File: config.mk
export PLATFORM = sky130hd
export DESIGN_NAME = lcd_segment_driver
export DESIGN_NICKNAME = d
export VERILOG_FILES = /design/src/lcd_segment_driver_pkg.sv /design/src/lcd_segment_driver.sv
export VERILOG_INCLUDE_DIRS = /design/src
export SDC_FILE = /design/constraint.sdc
export NUM_CORES = 1
export LEC_CHECK = 0
export BUFFER_PORTS_ARGS = -buffer_cell sky130_fd_sc_hd__buf_2
export CORE_MARGIN = 2
export CORE_UTILIZATION = 40
export DETAILED_ROUTE_END_ITERATION = 8
export GPL_TIMING_DRIVEN = 1
export PLACE_DENSITY_LB_ADDON = 0.25
export SYNTH_ARGS = -nofsm -noshare
export SYNTH_HDL_FRONTEND = slang
export SYNTH_SLANG_ARGS = --single-unit
File: constraint.sdc
create_clock -name core_clk_i -period 3.05 [get_ports core_clk_i]
set_input_delay 0 -clock core_clk_i [delete_from_list [all_inputs] [get_ports core_clk_i]]
set_output_delay 0 -clock core_clk_i [all_outputs]
set_load 0.03 [all_outputs]
File: src/lcd_segment_driver_consts.svh
// Constants for the segment LCD controller/driver: addresses, fields, resets, codes.
// Assumes a byte-wide processor data port with 16-bit addresses.
`ifndef LCD_SEGMENT_DRIVER_CONSTS_SVH
`define LCD_SEGMENT_DRIVER_CONSTS_SVH

`define ADDR_DISPLAY_MODE    16'hFF90
`define ADDR_DISPLAY_CONTROL 16'hFF92
`define ADDR_DMEM_FIRST      16'hFA58
`define ADDR_DMEM_LAST       16'hFA7F

`define DISPLAY_MODE_RESET    8'h00
`define DISPLAY_CONTROL_RESET 8'h00
`define DMEM_RESET            4'h0

// Display mode register fields
`define DISPLAY_ENABLE_POS 7
`define MODE_ZERO_POS      3
`define CLK_SEL_HI         6
`define CLK_SEL_LO         4
`define DISP_MODE_HI       2
`define DISP_MODE_LO       0
// Display control register fields
`define CTRL_TOP_POS       7
`define DRIVE_POWER_POS    0
`define CTRL_STORED_MASK   8'h81

// Display mode codes
`define DMODE_DIV4_B3 3'h0
`define DMODE_DIV3_B3 3'h1
`define DMODE_DIV3_B2 3'h2
`define DMODE_DIV2_B2 3'h3
`define DMODE_STATIC  3'h4

// Divider: largest exponent is 17, code n subtracts n
`define DIV_MAX_MASK 17'h1FFFF

// Drive level codes (rail index)
`define LVL_VSS1 2'h0
`define LVL_VLC2 2'h1
`define LVL_VLC1 2'h2
`define LVL_VLC0 2'h3

`define SEG_BYTE_GROUPS 3
`define SEG_BYTEWISE    24

`endif

File: src/lcd_segment_driver_pkg.sv
// Types shared by the segment LCD controller/driver.
// Assumes lcd_segment_driver_consts.svh supplies the numeric constants.
package lcd_segment_driver_pkg;
    typedef logic [1:0] level_t;
    typedef enum logic [2:0] {
        DUTY_DIV4_B3,
        DUTY_DIV3_B3,
        DUTY_DIV3_B2,
        DUTY_DIV2_B2,
        DUTY_STATIC
    } duty_e;
endpackage

File: src/lcd_segment_driver.sv
// Segment LCD controller/driver: registers, display memory, clock divider, waveform levels.
// Assumes one clock, synchronous active-high reset, processor accesses synchronous to it.
`include "lcd_segment_driver_consts.svh"

module lcd_segment_driver
    import lcd_segment_driver_pkg::*;
#(
    parameter int NUM_SEG = 40,
    parameter int NUM_COM = 4
) (
    input  wire logic                    core_clk_i,
    input  wire logic                    rst_i,
    input  wire logic [15:0]             cpu_addr_i,
    input  wire logic                    cpu_wr_i,
    input  wire logic [7:0]              cpu_wdata_i,
    input  wire logic                    cpu_bit_wr_i,
    input  wire logic [2:0]              cpu_bit_sel_i,
    input  wire logic                    cpu_bit_val_i,
    input  wire logic                    cpu_rd_i,
    output logic      [7:0]              cpu_rdata_o,
    input  wire logic [2:0]              port_byte_sel_i,
    input  wire logic [15:0]             port_bit_sel_i,
    output logic      [NUM_SEG-1:0][1:0] seg_level_o,
    output logic      [NUM_SEG-1:0]      seg_drive_o,
    output logic      [NUM_COM-1:0][1:0] com_level_o,
    output logic      [NUM_COM-1:0]      com_drive_o,
    output logic                         drive_power_o,
    output logic                         panel_scan_clock_o
);

    logic [7:0]  mode_ff,  nxt_mode;
    logic [7:0]  ctrl_ff,  nxt_ctrl;
    logic [7:0]  rdata_ff, nxt_rdata;
    logic [3:0]  dmem_ff [NUM_SEG];
    logic [16:0] div_ff,   nxt_div;
    logic [1:0]  slot_ff,  nxt_slot;
    logic        pol_ff,   nxt_pol;
    logic        power_ff, nxt_power;
    logic [16:0] div_mask;
    logic        tick;
    logic [2:0]  nslots;
    logic        bias3;
    logic        static_mode;
    logic        disp_en;
    logic        last_slot;
    logic        dmem_hit;
    logic [15:0] dmem_off;
    logic [5:0]  dmem_idx;
    duty_e       duty;

    assign disp_en  = mode_ff[`DISPLAY_ENABLE_POS];
    assign dmem_hit = (cpu_addr_i >= `ADDR_DMEM_FIRST) && (cpu_addr_i <= `ADDR_DMEM_LAST);
    assign dmem_off = `ADDR_DMEM_LAST - cpu_addr_i;
    assign dmem_idx = dmem_off[5:0];

    // Register group: byte and bit writes, reads answered one cycle later
    always_comb begin
        nxt_mode  = mode_ff;
        nxt_ctrl  = ctrl_ff;
        nxt_rdata = 8'h00;
        if (cpu_wr_i && cpu_addr_i == `ADDR_DISPLAY_MODE) begin
            nxt_mode = cpu_wdata_i;
        end
        if (cpu_bit_wr_i && cpu_addr_i == `ADDR_DISPLAY_MODE) begin
            nxt_mode[cpu_bit_sel_i] = cpu_bit_val_i;
        end
        if (cpu_wr_i && cpu_addr_i == `ADDR_DISPLAY_CONTROL) begin
            nxt_ctrl = cpu_wdata_i;
        end
        if (cpu_bit_wr_i && cpu_addr_i == `ADDR_DISPLAY_CONTROL) begin
            nxt_ctrl[cpu_bit_sel_i] = cpu_bit_val_i;
        end
        // Unused bits are not stored, guarding against software ignoring
        nxt_mode[`MODE_ZERO_POS] = 1'b0;
        nxt_ctrl = nxt_ctrl & `CTRL_STORED_MASK;
        if (rst_i) begin
            nxt_mode = `DISPLAY_MODE_RESET;
            nxt_ctrl = `DISPLAY_CONTROL_RESET;
        end
        if (cpu_rd_i) begin
            if (cpu_addr_i == `ADDR_DISPLAY_MODE) begin
                nxt_rdata = mode_ff;
            end else if (cpu_addr_i == `ADDR_DISPLAY_CONTROL) begin
                nxt_rdata = ctrl_ff;
            end else if (dmem_hit) begin
                nxt_rdata = {4'h0, dmem_ff[dmem_idx]};
            end
        end
    end

    always_ff @(posedge core_clk_i) begin
        mode_ff  <= nxt_mode;
        ctrl_ff  <= nxt_ctrl;
        rdata_ff <= nxt_rdata;
    end

    // Display memory: only the low nibble exists, the high nibble reads zero
    always_ff @(posedge core_clk_i) begin
        if (rst_i) begin
            for (int i = 0; i < NUM_SEG; i++) begin
                dmem_ff[i] <= `DMEM_RESET;
            end
        end else if (dmem_hit && cpu_wr_i) begin
            dmem_ff[dmem_idx] <= cpu_wdata_i[3:0];
        end else if (dmem_hit && cpu_bit_wr_i && !cpu_bit_sel_i[2]) begin
            dmem_ff[dmem_idx][cpu_bit_sel_i[1:0]] <= cpu_bit_val_i;
        end
    end

    // Mode decode; prohibited codes fall back to static, the least stressful drive
    always_comb begin
        case (mode_ff[`DISP_MODE_HI:`DISP_MODE_LO])
            `DMODE_DIV4_B3: duty = DUTY_DIV4_B3;
            `DMODE_DIV3_B3: duty = DUTY_DIV3_B3;
            `DMODE_DIV3_B2: duty = DUTY_DIV3_B2;
            `DMODE_DIV2_B2: duty = DUTY_DIV2_B2;
            default:        duty = DUTY_STATIC;
        endcase
        case (duty)
            DUTY_DIV4_B3: nslots = 3'h4;
            DUTY_DIV3_B3: nslots = 3'h3;
            DUTY_DIV3_B2: nslots = 3'h3;
            DUTY_DIV2_B2: nslots = 3'h2;
            default:      nslots = 3'h1;
        endcase
        bias3       = (duty == DUTY_DIV4_B3) || (duty == DUTY_DIV3_B3);
        static_mode = (duty == DUTY_STATIC);
    end

    // Prohibited clock codes (bit 2 set) behave as code 0
    always_comb begin
        if (mode_ff[`CLK_SEL_HI]) begin
            div_mask = `DIV_MAX_MASK;
        end else begin
            div_mask = `DIV_MAX_MASK >> mode_ff[`CLK_SEL_LO+1:`CLK_SEL_LO];
        end
    end

    assign tick      = (div_ff & div_mask) == div_mask;
    assign last_slot = ({1'b0, slot_ff} + 3'h1) >= nslots;

    // Scan group: divider, common slot and frame polarity run on their own
    always_comb begin
        nxt_div   = div_ff + 17'h00001;
        nxt_slot  = slot_ff;
        nxt_pol   = pol_ff;
        nxt_power = ctrl_ff[`DRIVE_POWER_POS];
        if (tick) begin
            nxt_div  = 17'h00000;
            nxt_slot = last_slot ? 2'h0 : slot_ff + 2'h1;
            nxt_pol  = last_slot ? !pol_ff : pol_ff;
        end
        if (rst_i) begin
            nxt_div   = 17'h00000;
            nxt_slot  = 2'h0;
            nxt_pol   = 1'b0;
            nxt_power = 1'b0;
        end
    end

    always_ff @(posedge core_clk_i) begin
        div_ff   <= nxt_div;
        slot_ff  <= nxt_slot;
        pol_ff   <= nxt_pol;
        power_ff <= nxt_power;
    end

    assign cpu_rdata_o        = rdata_ff;
    assign drive_power_o      = power_ff;
    assign panel_scan_clock_o = pol_ff;

    // Common outputs; unused commons are released (open), except in static mode, where all commons are driven
    logic [NUM_COM-1:0][1:0] com_lvl_ff, nxt_com_lvl;
    logic [NUM_COM-1:0]      com_drv_ff, nxt_com_drv;

    always_comb begin
        for (int c = 0; c < NUM_COM; c++) begin
            nxt_com_drv[c] = static_mode || (c < int'(nslots));
            if (static_mode || (c == int'(slot_ff))) begin
                nxt_com_lvl[c] = pol_ff ? `LVL_VSS1 : `LVL_VLC0;
            end else if (bias3) begin
                nxt_com_lvl[c] = pol_ff ? `LVL_VLC1 : `LVL_VLC2;
            end else begin
                nxt_com_lvl[c] = `LVL_VLC1;
            end
            if (rst_i) begin
                nxt_com_drv[c] = 1'b0;
                nxt_com_lvl[c] = `LVL_VSS1;
            end
        end
    end

    always_ff @(posedge core_clk_i) begin
        com_lvl_ff <= nxt_com_lvl;
        com_drv_ff <= nxt_com_drv;
    end

    assign com_level_o = com_lvl_ff;
    assign com_drive_o = com_drv_ff;

    // Segment outputs, one lane per segment
    level_t              seg_nonsel;
    level_t              seg_sel;
    logic [NUM_SEG-1:0]  seg_drv_ff;
    level_t              seg_lvl_ff [NUM_SEG];

    always_comb begin
        seg_sel = pol_ff ? `LVL_VLC0 : `LVL_VSS1;
        if (bias3) begin
            seg_nonsel = pol_ff ? `LVL_VLC2 : `LVL_VLC1;
        end else begin
            seg_nonsel = pol_ff ? `LVL_VSS1 : `LVL_VLC0;
        end
    end

    for (genvar s = 0; s < NUM_SEG; s++) begin : g_seg
        logic   handed;
        logic   nxt_drv;
        level_t nxt_lvl;
        // Chosen at elaboration so no lane ever indexes past its select vector
        if (s < `SEG_BYTEWISE) begin : g_byte
            assign handed = port_byte_sel_i[s/(`SEG_BYTEWISE/`SEG_BYTE_GROUPS)];
        end else begin : g_bit
            assign handed = port_bit_sel_i[s-`SEG_BYTEWISE];
        end
        always_comb begin
            nxt_drv = !handed;
            if (!nxt_drv) begin
                nxt_lvl = `LVL_VSS1;
            end else if (disp_en && dmem_ff[s][slot_ff]) begin
                nxt_lvl = seg_sel;
            end else begin
                nxt_lvl = seg_nonsel;
            end
            if (rst_i) begin
                nxt_drv = 1'b0;
                nxt_lvl = `LVL_VSS1;
            end
        end
        always_ff @(posedge core_clk_i) begin
            seg_drv_ff[s] <= nxt_drv;
            seg_lvl_ff[s] <= nxt_lvl;
        end
        assign seg_level_o[s] = seg_lvl_ff[s];
    end

    assign seg_drive_o = seg_drv_ff;

    // Checks
    logic [16:0] gap_ff;
    always_ff @(posedge core_clk_i) begin
        if (rst_i || tick) begin
            gap_ff <= 17'h00000;
        end else begin
            gap_ff <= gap_ff + 17'h00001;
        end
    end
endmodule

==> impl_metrics.toml <==
[power_and_ir_drop]
swShare_pct = 23.4
power_density_mw_per_mm2 = 554
p_leak_nw = 7.67
p_int_w = 0.00887
power.share.clock_pct = 42.9
pwr-share-seq_pct = 49.0
p_total_w = 0.0116
switchingPower_w = 0.00270
comb_power_share_pct = 8.1
ir_drop_mv = 0.318

[floorplan]
io_pins = 194
initial_core_util_pct = 40.5
rows = 76
die_h_microns = 213
die_w_microns = 213
core_area_sq_mm = 0.0432
dieArea_sq_mm = 0.0455

[placement]
detailed_place_hpwl_microns = 33200
placed_area_sq_mm = 0.0192
place_congestion = 0.892
numPortBuffers = 193

[detailed_routing]
wl_microns = 50400
wl_per_cell_microns = 20.2
vias = 13600
postRouteAntennaNets = 0
viasPerCell = 5.47
drt-initial-drc-count = 1570
first_pass_iters = 5
drc = 0

[synthesis]
synth_edf_count = 224
yosysWarnings = 0
synthAdderAreaFrac_pct = 0.786
synth-seq-area-share_pct = 55.5
synth_top_family_by_area = "simple AND/OR/NAND/NOR gates"
synth-xor-area-share_pct = 0.750
ys.flop_type = "edfxtp_1"
ys_types = 72
synthesis.area_sq_mm = 0.0175
synth-compound-area-share_pct = 12.2
synth_area_per_cell_sq_um = 10.6
synth_cells = 1655
synth-simple-area-share_pct = 15.2
synthArstFlopShare_pct = 0
synth-seq-cells = 373
muxShareOfSynthArea_pct = 11.1

[clock_tree]
cts_buffers = 40
clk_latency_ps = 570
clockRootBuffer = "clkbuf_16"
htreeDepth = 2
cts.sinks = 373
ctsResizeCount = 0
path_clk_slew_ps = 60
cts.path.max_buffers = 3
cts_setup_buffers = 0
cts_tree = "yes"

[sta]
tns_ps = 0
period_share_pct = 85.4
fin_skew_ps = 34.4
fmax_mhz = 384
relSlewSlack_pct = 22.8
setup_viol = 0
fin_crit_ps = 2610
finalMaxSlewViolations = 0
worstMarginPinSlew_ps = 1150
rsz0062_at_grt = "false"
whs_ps = 50.1
final_hold_viol_count = 0

[run]
drv_cap = 0

[final_layout]
drive_gt1_share_pct = 21.7
final_cell_mix = "nor2_1, edfxtp_1, buf_2"
final_common_cell = "nor2_1"
area_delta_synth_final_pct = 19.4
antenna_cells = 0
design_area_sq_mm = 0.0209
nets = 1940

[global_route]
grt_pass1_wl_microns = 75900
antenna_found_initial = 1
grt_overflow = 0
grt_max_degree = 101
track_usage_pct = 22.0
grt_pass1_vias = 12800

[status]
status = "finished clean"

[critical_path]
reg2regPathDepth = 5
slowest_delay_ps = 600
crit_required_ps = 3490
cp-end-kind = "flip-flop"
critical_path.cell_chain = "buf_2 -> or3b_4 -> or4_4 -> nor3_4 -> nand4_1 -> dlygate4sd3_1 -> nor2_1 -> a211oi_1 -> dlygate4sd3_1"
cpMaxStageDelayCell = "dlygate4sd3_1"
rrSetupSlack_ps = 670
cp_num_buf_inv = 3
crit_top_cell = "dlygate4sd3_1"
arrival_ps = 3050
reg2reg_from = "dmem_ff[31][3]$_SDFFCE_PN0P_"
worst-path-max-fanout = 12
critPathKind = "input pin to flip-flop"
cp_top_family = "simple AND/OR/NAND/NOR gates"
cp-start-kind = "input pin"
rr_endpoint = "cpu_rdata_o[3]$_SDFF_PP0_"

[min_path]
hold_end = "mode_ff[0]$_SDFF_PP0_"
hold_path_depth = 4
hp-class = "input pin to flip-flop"
worstHoldStart = "cpu_wdata_i[0]"
-- Yosys cell counts, types with 2 or more instances --
master,number,area share [%]
nor2_1,324,6.9
edfxtp_1,224,38
o21ai_0,173,4.9
dfxtp_1,149,17
nand2_1,108,2.3
clkbuf_1,90,1.9
a21oi_1,85,2.4
mux4_2,62,8.0
nor3_1,54,1.5
mux2i_1,36,2.1
buf_2,23,0.66
buf_4,23,0.99
and2_1,19,0.68
nand3_1,19,0.54
o21a_1,18,0.77
mux2_2,17,1.1
inv_1,16,0.34
a211oi_1,15,0.64
buf_1,14,0.30
a22oi_1,13,0.56
and3_1,13,0.46
o22ai_1,13,0.46
ha_1,11,0.79
nand2b_1,9,0.32
nand4_1,9,0.32
nor2b_1,9,0.32
xor2_1,8,0.40
a31oi_1,7,0.25
o221ai_1,7,0.35
or2_2,7,0.25
xnor2_1,7,0.35
a221oi_1,6,0.30
nand3b_1,5,0.21
clkbuf_2,4,0.11
nor3b_1,4,0.17
o31ai_1,4,0.17
or3_1,4,0.14
a211oi_2,3,0.21
nor4_1,3,0.11
o22a_1,3,0.15
a22o_1,2,0.10
nand3_2,2,0.11
nor4b_1,2,0.10
o2bb2ai_1,2,0.10
or3b_2,2,0.10
-- registers in the layout, indices dropped and copies added (netlist names) --
signal	count
dmem_ff	224
seg_lvl_ff	80
seg_drive_o	19
div_ff	17
com_level_o	8
cpu_rdata_o	8
mode_ff	7
com_drive_o	4
ctrl_ff	2
slot_ff	2
drive_power_o	1
panel_scan_clock_o	1
-- repair_timing --
action,CTS,global route
hold endpoints to repair,113,0
hold buffers,36,0
endpoints found under the setup margin,0,0
-- layer usage --
layer | routed length (microns) | global-route usage [%] | vias up
li1 | - | - | 6343
met1 | 20900 | 29.3 | 6601
met2 | 23400 | 35.2 | 596
met3 | 4400 | 5.09 | 107
met4 | 1690 | 8.17 | 2
met5 | 13 | 0 | -
-- through the flow --
| step | worst slack, ps | utilization, % | std cells |
|---|---|---|---|
| after floorplan | 641 | - | 1718 |
| final | 444 | 48.4 | 2494 |
| after CTS | 475 | 48.4 | 2494 |
| after global routing | 339 | 48.4 | 2494 |
| after detailed placement | 325 | 44.4 | 2384 |
| after global placement | 268 | 44.4 | 2384 |
-- how the worst max path moves through the flow --
stage	endpoint	from	depth (start not counted)	slack, ps
2_1_floorplan	slot_ff[1]$_SDFFE_PP0N_	slot_ff[0]$_SDFFE_PP0N_	10	640
3_3_place_gp	cpu_rdata_o[3]$_SDFF_PP0_	cpu_addr_i[0]	7	270
3_5_place_dp	cpu_rdata_o[3]$_SDFF_PP0_	cpu_addr_i[0]	7	330
4_1_cts	mode_ff[5]$_SDFF_PP0_	cpu_addr_i[4]	8	470
5_1_grt	mode_ff[5]$_SDFF_PP0_	cpu_addr_i[4]	8	340
6_report	mode_ff[6]$_SDFF_PP0_	cpu_addr_i[4]	9	440
-- worst min-delay path, cell delays in order --
cell and delay [ps]:
buf_2 110, nand2b_1 100, mux2i_1 110, a211oi_2 230
-- power by group through the flow --
stage	combinational (W)	sequential, W	clock, W
final	0.000937	0.00568	0.00496
after global routing	0.00100	0.00570	0.00525
after CTS	0.000928	0.00568	0.00505
after detailed placement	0.000897	0.00578	0
after global placement	0.000886	0.00577	0
after floorplan	0.000512	0.00583	0
-- layout make-up --
class	count	area (sq um)
clock buffer	62	1230
clock inverter	12	123
fill	4011	22300
inverter	17	65.1
multi-input combinational	1173	7310
sequential	373	9710
tap	585	732
timing repair buffer	272	1730
-- kinds of logic (layout without fill, tap and decap cells) --
family,after synthesis,in the layout
flops,373,373
buf+inv,172,363
mux,115,115
other cells,1,64
xor+xnor,15,15
simple gates,603,603
fa+ha+maj,11,11
compound gates,365,365
Power figures use the tool's default switching activity.
